==> config.mk <==
export PLATFORM = sky130hd
export DESIGN_NAME = led_blink_channel
export DESIGN_NICKNAME = d
export VERILOG_FILES = /design/src/inc/led_blink_pkg.sv /design/src/inc/led_timer_if.sv /design/src/hdl/led_blink_timer.sv /design/src/hdl/led_blink_channel.sv
export SDC_FILE = /design/constraint.sdc
export NUM_CORES = 1
export LEC_CHECK = 0
export BUFFER_PORTS_ARGS = -buffer_cell sky130_fd_sc_hd__buf_2
export CORE_MARGIN = 8
export CORE_UTILIZATION = 60
export CTS_BUF_LIST = sky130_fd_sc_hd__clkbuf_8
export DETAILED_ROUTE_END_ITERATION = 7
export MAX_ROUTING_LAYER = met4
export PLACE_DENSITY = 0.87
export SETUP_SLACK_MARGIN = 0.2
export SYNTH_ARGS = -nofsm -noshare
export SYNTH_HDL_FRONTEND = slang
export SYNTH_SLANG_ARGS = --single-unit
export TNS_END_PERCENT = 20
==> constraint.sdc <==
create_clock -name mclk -period 3.15 [get_ports mclk]
set_clock_uncertainty 0.05 [all_clocks]
set_input_delay 0 -clock mclk [delete_from_list [all_inputs] [get_ports mclk]]
set_output_delay 0 -clock mclk [all_outputs]
set_load 0.03 [all_outputs]
==> src/inc/led_blink_pkg.sv <==
`default_nettype none
package led_blink_pkg;

   // Register offsets on the device register port
   localparam logic [7:0] RANGE_PHASE_BRIGHTNESS_OFS = 8'h41;
   localparam logic [7:0] PERIOD_DUTY_OFS = 8'h44;

   // Reset values
   localparam logic [7:0] RANGE_PHASE_BRIGHTNESS_RST = 8'h04;
   localparam logic [7:0] PERIOD_DUTY_RST = 8'h0f;

   // Field positions, range/invert/brightness register
   localparam int RANGE_MSB = 7;
   localparam int RANGE_LSB = 6;
   localparam int INVERT_BIT = 5;
   localparam int BRIGHT_MSB = 4;
   localparam int BRIGHT_LSB = 0;

   // Field positions, period/duty register
   localparam int PERIOD_MSB = 7;
   localparam int PERIOD_LSB = 4;
   localparam int DUTY_MSB = 3;
   localparam int DUTY_LSB = 0;

   // Range codes and their full-scale currents in microamps
   localparam logic [1:0] RANGE_OFF = 2'h0;
   localparam logic [1:0] RANGE_LOW = 2'h1;
   localparam logic [1:0] RANGE_MID = 2'h2;
   localparam logic [1:0] RANGE_HIGH = 2'h3;
   localparam logic [13:0] FULL_SCALE_LOW_UA = 14'h0c80;
   localparam logic [13:0] FULL_SCALE_MID_UA = 14'h1900;
   localparam logic [13:0] FULL_SCALE_HIGH_UA = 14'h3200;

   // Timing: one period step, split into sixteen duty slots
   localparam int CLK_KHZ = 20000;
   localparam int PERIOD_STEP_MS = 500;
   localparam int DUTY_SLOTS = 16;
   localparam int SLOT_CYCLES = PERIOD_STEP_MS * CLK_KHZ / DUTY_SLOTS;

   typedef enum logic [1:0] {
      ST_DARK = 2'b01,
      ST_BLINK = 2'b10
   } run_state_t;

endpackage
`default_nettype wire

==> src/inc/led_timer_if.sv <==
`timescale 1ns/10ps
`default_nettype none
interface led_timer_if;
   logic run;
   logic [3:0] period_code;
   logic [3:0] duty_code;
   logic in_duty;
   logic period_start;

   modport ctrl (output run, output period_code, output duty_code,
                 input in_duty, input period_start);
   modport timer (input run, input period_code, input duty_code,
                  output in_duty, output period_start);
endinterface
`default_nettype wire

==> src/hdl/led_blink_timer.sv <==
`timescale 1ns/10ps
`default_nettype none
module led_blink_timer #(
   parameter int SLOT_CYCLES = led_blink_pkg::SLOT_CYCLES
) (
   // Clock and reset
   input wire logic mclk,
   input wire logic reset,
   // Control side
   led_timer_if.timer tmr
);
   import led_blink_pkg::*;

   logic [19:0] tick_cnt;
   logic tick;
   logic [3:0] sub_cnt;
   logic [3:0] slot;
   logic [3:0] held_period;
   logic [3:0] held_duty;
   logic last_slot_end;

   // Slot tick divider; held at zero while idle so a new run starts aligned
   always_ff @(posedge mclk) begin
      if (reset || !tmr.run) begin
         tick_cnt <= '0;
         tick <= 1'b0;
      end else if (tick_cnt == 20'(SLOT_CYCLES - 1)) begin
         tick_cnt <= '0;
         tick <= 1'b1;
      end else begin
         tick_cnt <= tick_cnt + 20'h1;
         tick <= 1'b0;
      end
   end

   assign last_slot_end = tick && (sub_cnt == held_period) && (slot == 4'hf);

   // Each slot lasts period_code+1 ticks, sixteen slots make a period
   always_ff @(posedge mclk) begin
      if (reset || !tmr.run) begin
         sub_cnt <= '0;
         slot <= '0;
      end else if (tick) begin
         if (sub_cnt == held_period) begin
            sub_cnt <= '0;
            slot <= slot + 4'h1;
         end else begin
            sub_cnt <= sub_cnt + 4'h1;
         end
      end
   end

   // New codes land only while idle or at a period boundary, so no shortened pulses
   always_ff @(posedge mclk) begin
      if (reset) begin
         held_period <= PERIOD_DUTY_RST[PERIOD_MSB:PERIOD_LSB];
         held_duty <= PERIOD_DUTY_RST[DUTY_MSB:DUTY_LSB];
      end else if (!tmr.run || last_slot_end) begin
         held_period <= tmr.period_code;
         held_duty <= tmr.duty_code;
      end
   end

   assign tmr.in_duty = (slot <= held_duty);
   assign tmr.period_start = last_slot_end;
endmodule // led_blink_timer
`default_nettype wire

==> src/hdl/led_blink_channel.sv <==
// Overview of operation
// - Range code 00 disables; 01, 10, 11 give 3.2, 6.4, 12.8 mA full scale.
// - Sink drives only with master enable set and software on or on/off controller in an On state.
// - Invert 0: period starts on for the duty fraction, then off.
// - Invert 1: period starts off for the duty fraction, then on.
// - On-current follows the 5-bit brightness code within the chosen range.
// - Period code n gives a period of 0.5 s times (n+1).
// - Duty code n gives (n+1) sixteenths of the period.
// - Range/invert/brightness register resets to 0x04.
// - Period/duty register resets to 0x0f.
`timescale 1ns/10ps
`default_nettype none
module led_blink_channel #(
   parameter int SLOT_CYCLES = led_blink_pkg::SLOT_CYCLES
) (
   // Clock and reset
   input wire logic mclk,
   input wire logic reset,
   // Register port from the serial host interface
   input wire logic [7:0] reg_addr,
   input wire logic [7:0] reg_wdata,
   input wire logic reg_write,
   input wire logic reg_read,
   output logic [7:0] reg_rdata,
   output logic reg_hit,
   // Global gating
   input wire logic led_master_enable,
   input wire logic on_by_software,
   input wire logic on_by_controller,
   // Current sink control
   output logic sink_on,
   output logic [4:0] brightness_code,
   output logic [1:0] full_scale_range_sel,
   output logic [13:0] full_scale_ua,
   output logic period_mark
);
   import led_blink_pkg::*;

   led_timer_if tmr_bus ();

   logic [7:0] range_phase_brightness;
   logic [7:0] period_duty;
   logic phase_invert;
   logic [3:0] blink_period_code;
   logic [3:0] on_duty_code;
   logic [1:0] range_field;
   logic [4:0] bright_field;
   logic allowed;
   logic is_a;
   logic is_b;
   run_state_t state;
   run_state_t next_state;

   // Register decode, shared by write and read paths
   function automatic logic addr_match(input logic [7:0] addr, input logic [7:0] ofs);
      addr_match = (addr == ofs);
   endfunction

   // Range code to full-scale current in microamps
   function automatic logic [13:0] range_to_ua(input logic [1:0] code);
      case (code)
         RANGE_LOW: range_to_ua = FULL_SCALE_LOW_UA;
         RANGE_MID: range_to_ua = FULL_SCALE_MID_UA;
         RANGE_HIGH: range_to_ua = FULL_SCALE_HIGH_UA;
         default: range_to_ua = '0;
      endcase
   endfunction

   assign is_a = addr_match(reg_addr, RANGE_PHASE_BRIGHTNESS_OFS);
   assign is_b = addr_match(reg_addr, PERIOD_DUTY_OFS);

   // Field views
   assign range_field = range_phase_brightness[RANGE_MSB:RANGE_LSB];
   assign phase_invert = range_phase_brightness[INVERT_BIT];
   assign bright_field = range_phase_brightness[BRIGHT_MSB:BRIGHT_LSB];
   assign blink_period_code = period_duty[PERIOD_MSB:PERIOD_LSB];
   assign on_duty_code = period_duty[DUTY_MSB:DUTY_LSB];

   // Range/invert/brightness register
   always_ff @(posedge mclk) begin
      if (reset) begin
         range_phase_brightness <= RANGE_PHASE_BRIGHTNESS_RST;
      end else if (reg_write && is_a) begin
         range_phase_brightness <= reg_wdata;
      end
   end

   // Period/duty register
   always_ff @(posedge mclk) begin
      if (reset) begin
         period_duty <= PERIOD_DUTY_RST;
      end else if (reg_write && is_b) begin
         period_duty <= reg_wdata;
      end
   end

   // Read path; unmapped offsets answer zero with reg_hit low
   always_ff @(posedge mclk) begin
      if (reset) begin
         reg_rdata <= 8'h00;
         reg_hit <= 1'b0;
      end else if (reg_read) begin
         reg_hit <= is_a || is_b;
         if (is_a) begin
            reg_rdata <= range_phase_brightness;
         end else if (is_b) begin
            reg_rdata <= period_duty;
         end else begin
            reg_rdata <= 8'h00;
         end
      end else begin
         reg_hit <= 1'b0;
      end
   end

   // Channel may run only with range not off, master enable set, and software or controller on
   assign allowed = (range_field != RANGE_OFF)
      && led_master_enable && (on_by_software || on_by_controller);

   always_comb begin
      next_state = state;
      case (state)
         ST_DARK: begin
            if (allowed) begin
               next_state = ST_BLINK;
            end
         end
         ST_BLINK: begin
            if (!allowed) begin
               next_state = ST_DARK;
            end
         end
         default: next_state = ST_DARK;
      endcase
   end

   always_ff @(posedge mclk) begin
      if (reset) begin
         state <= ST_DARK;
      end else begin
         state <= next_state;
      end
   end

   // Timer restarts from a fresh period each time the channel is enabled
   assign tmr_bus.run = (state == ST_BLINK) && allowed;
   assign tmr_bus.period_code = blink_period_code;
   assign tmr_bus.duty_code = on_duty_code;

   led_blink_timer #(
      .SLOT_CYCLES(SLOT_CYCLES)
   ) u_timer (
      .mclk(mclk),
      .reset(reset),
      .tmr(tmr_bus.timer)
   );

   // Sink switching; inverted phase swaps the on and off portions
   always_ff @(posedge mclk) begin
      if (reset) begin
         sink_on <= 1'b0;
      end else if (!tmr_bus.run) begin
         sink_on <= 1'b0;
      end else if (!phase_invert) begin
         sink_on <= tmr_bus.in_duty;
      end else begin
         sink_on <= !tmr_bus.in_duty;
      end
   end

   // Analog settings to the sink; brightness is scaled there
   always_ff @(posedge mclk) begin
      if (reset) begin
         brightness_code <= RANGE_PHASE_BRIGHTNESS_RST[BRIGHT_MSB:BRIGHT_LSB];
         full_scale_range_sel <= RANGE_OFF;
         full_scale_ua <= '0;
      end else begin
         brightness_code <= bright_field;
         full_scale_range_sel <= range_field;
         full_scale_ua <= range_to_ua(range_field);
      end
   end

   // One-cycle pulse marking each period boundary while running
   always_ff @(posedge mclk) begin
      if (reset) begin
         period_mark <= 1'b0;
      end else begin
         period_mark <= tmr_bus.run && tmr_bus.period_start;
      end
   end
endmodule // led_blink_channel
`default_nettype wire

==> impl_metrics.csv, run 1 <==
group,metric,value,unit
status,outcome,"completed",
critical_path,crit_family,"simple AND/OR/NAND/NOR gates",
logic_synthesis,synth_warnings,0,
logic_synthesis,synth.area.mux_share,8.97,%
detailed_routing,top_layer_used,"met4",
clocking,root_buffer,"clkbuf_8",
logic_synthesis,ys_seq_area_share,48.2,%
critical_path,cp_max_fo,19,
finish,seq_area,1560,um2
power_and_ir_drop,p_total,0.00172,W
flow_run,max_cap_viol_count,0,
clocking,worstSkewPairLatency,0.35,ns
finish,layout_common_cells,"dfxtp_1, nor2_1, buf_2",
finish,instances_no_fill,472,
clocking,clock_path_buffers,2,
critical_path,path_buf_inv,1,
critical_path,critPathCaptureType,"flip-flop",
clocking,h-tree-depth,3,
grt,track_usage,16.9,%
critical_path,critical_path_class,"reg -> reg",
critical_path,r2r_slack,0.63,ns
sta,worst_slew_pin_slew,0.652,ns
grt,grt_pass1_vias,2338,
detailed_routing,antenna_left,0,
critical_path,slowest_delay,0.50,ns
detailed_routing,met3_length,364,um
critical_path,cp.arrival,2.73,ns
floorplan,die_area,8000,um2
critical_path,r2r_start,"range_phase_brightness[6]$_SDFFE_PP0P_",
finish,nFillCells,375,
placement,dp.cells,446,
critical_path,critPathRequiredTime,3.37,ns
grt,antenna_found_initial,0,
critical_path,worstSetupStartpoint,"range_phase_brightness[6]$_SDFFE_PP0P_",
finish,final_core_util,72.3,%
logic_synthesis,synth-xor-area-share,8.39,%
detailed_routing,vias,2402,
finish,areaGrowthSynthToFinish,15.6,%
placement,portBuffers,47,
critical_path,critPathCapture,"u_timer.tick_cnt[6]$_SDFF_PP0_",
clocking,cts_buffers,9,
sta,fmax,0.397,GHz
placement,dp_hpwl,4490,um
detailed_routing,firstDrtPassIters,4,
logic_synthesis,synth_top_family_by_area,"simple AND/OR/NAND/NOR gates",
floorplan,io_pins,55,
grt,grt_start_max_net_pins,33,
clocking,clk_pin_slew,0.09,ns
floorplan,core.rowCount,26,
detailed_routing,drc,0,
finish,nets,432,
logic_synthesis,synth_seq_cells,78,
floorplan,fp.dieH,89.5,um
floorplan,start_util,62.6,%
power_and_ir_drop,peakVddDrop,0.398,mV
power_and_ir_drop,p_leak,1.68,nW
finish,multi_input_area,1520,um2
critical_path,path_cells,"inv_1 -> ha_1 -> or3b_1 -> or3_1 -> nand2b_1 -> nor2_1",
clocking,cts_tree,"built",
detailed_routing,drt_iter0_markers,109,
critical_path,cp_slowest_cell,"or3_1",
detailed_routing,wirelength,6100,um
logic_synthesis,syn_area,3240,um2
floorplan,coreArea,5170,um2
grt,grt_overflow,0,
sta,post-route-period-util,79.9,%
sta,finalHoldViolCount,0,
finish,diodes,0,
clocking,cts_setup_buffers,0,
power_and_ir_drop,p_per_area,460,nW/um2
sta,final.setup.tns,0,ns
detailed_routing,wl_met1,2600,um
logic_synthesis,synth_compound_area_share,3.40,%
floorplan,chipWidth,89.5,um
critical_path,cp_num_cells,6,
sta,slew-limit-headroom,56.5,%
critical_path,worst_setup_path_start_kind,"flip-flop",
grt,grt_pass1_wl,10100,um
clocking,cts.sinks,78,
placement,gp_congestion,0.888,
detailed_routing,routedWlPerCell,12.9,um
sta,setup_viol_count_final,0,
detailed_routing,vias_per_cell,5.09,
sta,rsz0062_at_grt,"no",
finish,final_layout_size_suffix_gt1_share,17.2,%
logic_synthesis,synth_area_per_cell,9.52,um2
logic_synthesis,synthAdderAreaFrac,4.64,%
sta,slew_viol_final,0,
detailed_routing,wl_met2,3020,um
worst_hold_path,worstHoldPathType,"in -> reg",
critical_path,r2r-end,"u_timer.tick_cnt[6]$_SDFF_PP0_",
sta,period_minus_slack,2.52,ns
logic_synthesis,yosys.area_share.simple,20.7,%
critical_path,worst-r2r-cell-count,6,
finish,final_common_cell,"dfxtp_1",
logic_synthesis,synth.distinct_cells,37,
logic_synthesis,synthCells,340,
-- layout make-up --
class	instances	area share (%)
clock buffers	9	3.31
well taps	70	2.34
repair buffers	58	9.16
flip-flops and latches	78	41.7
multi-input cells	237	40.6
inverters	13	1.30
clock inverters	7	1.54
-- cells in the mapped netlist (all sizes together) --
cell type  instances  share of area, %
or3b               1              0.27
nor2b             10               1.9
dfxtp             78                48
o211ai             3              0.70
and2               1              0.19
nor4b              3              0.81
or4b               1              0.31
and3               2              0.39
or3                1              0.19
o21ai             11               1.7
xnor2             16               4.3
o21ba              1              0.31
mux2i             29               9.0
conb               1              0.12
clkbuf             4              0.46
ha                12               4.6
nand3              9               1.5
xor2              15               4.1
nor4               3              0.58
nand2b             2              0.39
nand4b             1              0.27
nand4             12               2.3
buf               14               3.6
nor3              11               1.9
or2                2              0.39
o31ai              1              0.23
nand2             27               3.1
nor2              53               6.1
inv               12               1.4
a21oi              3              0.46
clkinv             1              0.12
-- sequential cells by signal, summed over array words and instances (netlist names), 5 cells and up --
register	count
reg_rdata	8
u_timer.tick_cnt	20
brightness_code	5
range_phase_brightness	8
period_duty	8
full_scale_ua	5
-- layer usage --
metal | vias to the layer above | global-route usage [%]
li1 | 1234 | -
met1 | 1102 | 17.5
met2 | 58 | 28.9
met3 | 8 | 4.04
met4 | 0 | 9.06
met5 | - | -
-- cells by family after synthesis --
| logic type | count (synthesis) |
|---|---|
| flip-flops | 78 |
| other | 1 |
| AO/OA/AOI/OAI | 19 |
| multiplexers | 29 |
| adder cells (fa/ha/maj) | 12 |
| XOR/XNOR | 31 |
| buffers and inverters | 31 |
| AND/OR/NAND/NOR | 139 |
-- worst min path at each step --
stage                   startpoint                                      to  slack [ns]  cells after the start
floorplan                    reset             full_scale_ua[8]$_SDFF_PP0_        0.03                      1
global placement      reg_wdata[2]  range_phase_brightness[2]$_SDFFE_PP1P_        0.18                      3
detailed placement    reg_wdata[2]  range_phase_brightness[2]$_SDFFE_PP1P_        0.19                      3
CTS                 on_by_software                   state[1]$_SDFFE_PP0P_        0.04                      4
global route                 reset      full_scale_range_sel[0]$_SDFF_PP0_        0.08                      2
finish              on_by_software                   state[1]$_SDFFE_PP0P_        0.05                      4
-- power by group --
group,internal [W],leakage [nW],switching (W),total (W)
Combinational,0.0000216,0.968,0.0000323,0.0000539
Sequential,0.000985,0.628,0.000000362,0.000986
Clock,0.000297,0.0881,0.000384,0.000680
-- what timing repair did --
action,CTS,global route
hold endpoints to repair,21,0
gates resized for setup,0,0
hold buffers,10,0
-- worst reg2reg max path, stage by stage (launching register included) --
cell and delay [ns]:
dfxtp_1 0.41, inv_1 0.12, ha_1 0.23, or3b_1 0.39, or3_1 0.50, nand2b_1 0.50
nor2_1 0.23
-- per-stage QoR --
step / hold slack [ns] / area (um2) / setup WS (ns)
after floorplan: 0.0330 / 3260 / 1.03
after global placement: 0.180 / 3460 / 0.753
after detailed placement: 0.189 / 3460 / 0.634
after CTS: 0.0377 / 3740 / 0.597
after global routing: 0.0793 / 3740 / 0.405
final: 0.0509 / 3740 / 0.632
Power figures use the tool's default switching activity.
==> run 2, diff against run 1 <==
Settings changed: CORE_UTILIZATION 60 to 58, PLACE_DENSITY 0.87 to 0.85.
Clock period 3.15 ns to 2.5 ns, I/O delays scaled along.
==> impl_metrics.csv, run 2 (synthesis results as in run 1) <==
group,metric,value,unit
finish,final_common_cell,"dfxtp_1",
clocking,cts.sinks,78,
critical_path,cp_num_cells,6,
detailed_routing,routedWlPerCell,14.2,um
worst_hold_path,hold_depth,4,
detailed_routing,drc,0,
finish,diodes,0,
floorplan,core.rowCount,27,
finish,instances_no_fill,479,
placement,gp_congestion,0.865,
power_and_ir_drop,p_per_area,569,nW/um2
critical_path,worst_setup_path_start_kind,"flip-flop",
finish,layout_common_cells,"dfxtp_1, nor2_1, buf_2",
detailed_routing,vias_per_cell,5.15,
critical_path,worstSetupStartpoint,"range_phase_brightness[6]$_SDFFE_PP0P_",
critical_path,path_buf_inv,2,
floorplan,start_util,59.5,%
placement,dp_hpwl,4810,um
grt,grt_pass1_vias,2493,
finish,nets,437,
grt,grt_start_max_net_pins,21,
critical_path,slowest_delay,0.40,ns
critical_path,path_cells,"inv_1 -> ha_1 -> or3b_1 -> or3_4 -> buf_4 -> nor4_1",
clocking,cts_setup_buffers,0,
sta,rsz0062_at_grt,"no",
placement,pre_cts_slack,0.299,ns
sta,fmax,0.467,GHz
power_and_ir_drop,p_leak,1.71,nW
grt,grt_pass1_wl,11800,um
floorplan,chipWidth,90.7,um
clocking,root_buffer,"clkbuf_8",
clocking,cts_buffers,9,
detailed_routing,firstDrtPassIters,4,
critical_path,cp.arrival,2.33,ns
critical_path,critical_path_class,"reg -> reg",
critical_path,critPathCaptureType,"flip-flop",
detailed_routing,antenna_left,0,
sta,worst_slew_pin_slew,0.660,ns
clocking,cts_tree,"built",
grt,track_usage,18.0,%
floorplan,io_pins,55,
sta,setup_slack,0.357,ns
power_and_ir_drop,peakVddDrop,0.382,mV
floorplan,die_area,8230,um2
power_and_ir_drop,p_total,0.00216,W
critical_path,crit_family,"simple AND/OR/NAND/NOR gates",
critical_path,worst-r2r-cell-count,6,
sta,final.setup.tns,0,ns
critical_path,r2r_slack,0.36,ns
critical_path,critPathCapture,"period_mark$_SDFF_PP0_",
floorplan,coreArea,5440,um2
finish,largest_reg_flops,20,
clocking,clk_pin_slew,0.08,ns
sta,finalHoldViolCount,0,
flow_run,max_cap_viol_count,0,
clocking,h-tree-depth,3,
sta,slew_viol_final,0,
sta,period_minus_slack,2.14,ns
finish,areaGrowthSynthToFinish,17.0,%
finish,regMostFlops,"u_timer.tick_cnt",
placement,place_area,3490,um2
status,outcome,"completed",
finish,final_cell_area,3790,um2
clocking,worstSkewPairLatency,0.35,ns
detailed_routing,drt_iter0_markers,145,
sta,post-route-period-util,85.7,%
critical_path,r2r_start,"range_phase_brightness[6]$_SDFFE_PP0P_",
grt,antenna_found_initial,0,
placement,dp.cells,452,
sta,slew-limit-headroom,55.6,%
critical_path,cp_slowest_cell,"or3b_1",
floorplan,fp.dieH,90.7,um
critical_path,r2r-end,"period_mark$_SDFF_PP0_",
detailed_routing,wirelength,6820,um
critical_path,cp_max_fo,8,
worst_hold_path,worstHoldPathType,"in -> reg",
finish,final_layout_size_suffix_gt1_share,18.7,%
critical_path,critPathRequiredTime,2.69,ns
grt,grt_overflow,0,
placement,portBuffers,47,
clocking,clock_path_buffers,2,
sta,setup_viol_count_final,0,
detailed_routing,vias,2468,
## run 2: changes by cell type in the layout (fill, tap and decap cells not counted), sizes merged
cell	before	now
dlygate4sd3	10	11
buf	48	52
## run 2: power breakdown
part           switching [W]  total [W]  leakage [nW]  internal (W)
Clock               0.000474   0.000844        0.0866      0.000370
Combinational      0.0000415  0.0000709         0.991     0.0000294
Sequential       0.000000465    0.00124         0.629       0.00124
Total               0.000516    0.00216          1.71       0.00164
## run 2: layout make-up
class                           count  area [um2]
Clock buffer                        9         124
Tap cell                           72        90.1
Inverter                           13        48.8
Multi-Input combinational cell    237        1520
Timing Repair Buffer               63         383
Clock inverter                      7        55.1
Fill cell                         405        1650
Sequential cell                    78        1560
## run 2: layer usage
layer | wire, um | vias to the layer above | GRT usage [%]
met3 | 371 | 9 | 6.82
li1 | - | 1244 | -
met5 | 0 | - | -
met1 | 2760 | 1159 | 17.7
met2 | 3590 | 56 | 31.4
met4 | 95 | 0 | 6.80
## run 2: worst min-delay path by stage
stage	start	end
2_1_floorplan	reset	full_scale_ua[8]$_SDFF_PP0_
3_3_place_gp	reg_wdata[2]	range_phase_brightness[2]$_SDFFE_PP1P_
3_5_place_dp	reg_wdata[2]	range_phase_brightness[2]$_SDFFE_PP1P_
4_1_cts	on_by_software	state[1]$_SDFFE_PP0P_
5_1_grt	reg_write	range_phase_brightness[4]$_SDFFE_PP0P_
6_report	on_by_software	state[1]$_SDFFE_PP0P_
## run 2: per-stage QoR
step                      hold WS [ns]  util, %
after floorplan                 0.0330        -
after global placement           0.177     64.2
after CTS                       0.0613     69.5
final                           0.0617     69.7
after global routing             0.148     69.7
after detailed placement         0.185     64.2
## run 2: worst register-to-register path: cells and delay by family (launching register included)
family | cells | cell delay, ns
and+or+nand+nor | 3 | 1.11
DFF | 1 | 0.37
buffers and inverters | 2 | 0.27
adders and majority gates | 1 | 0.23
## run 2: timing repair
action | in CTS | in global routing
endpoints found under the hold margin | 24 | 0
hold buffers | 11 | 0
resized for setup | 0 | 3
endpoints found under the setup margin | 0 | 20
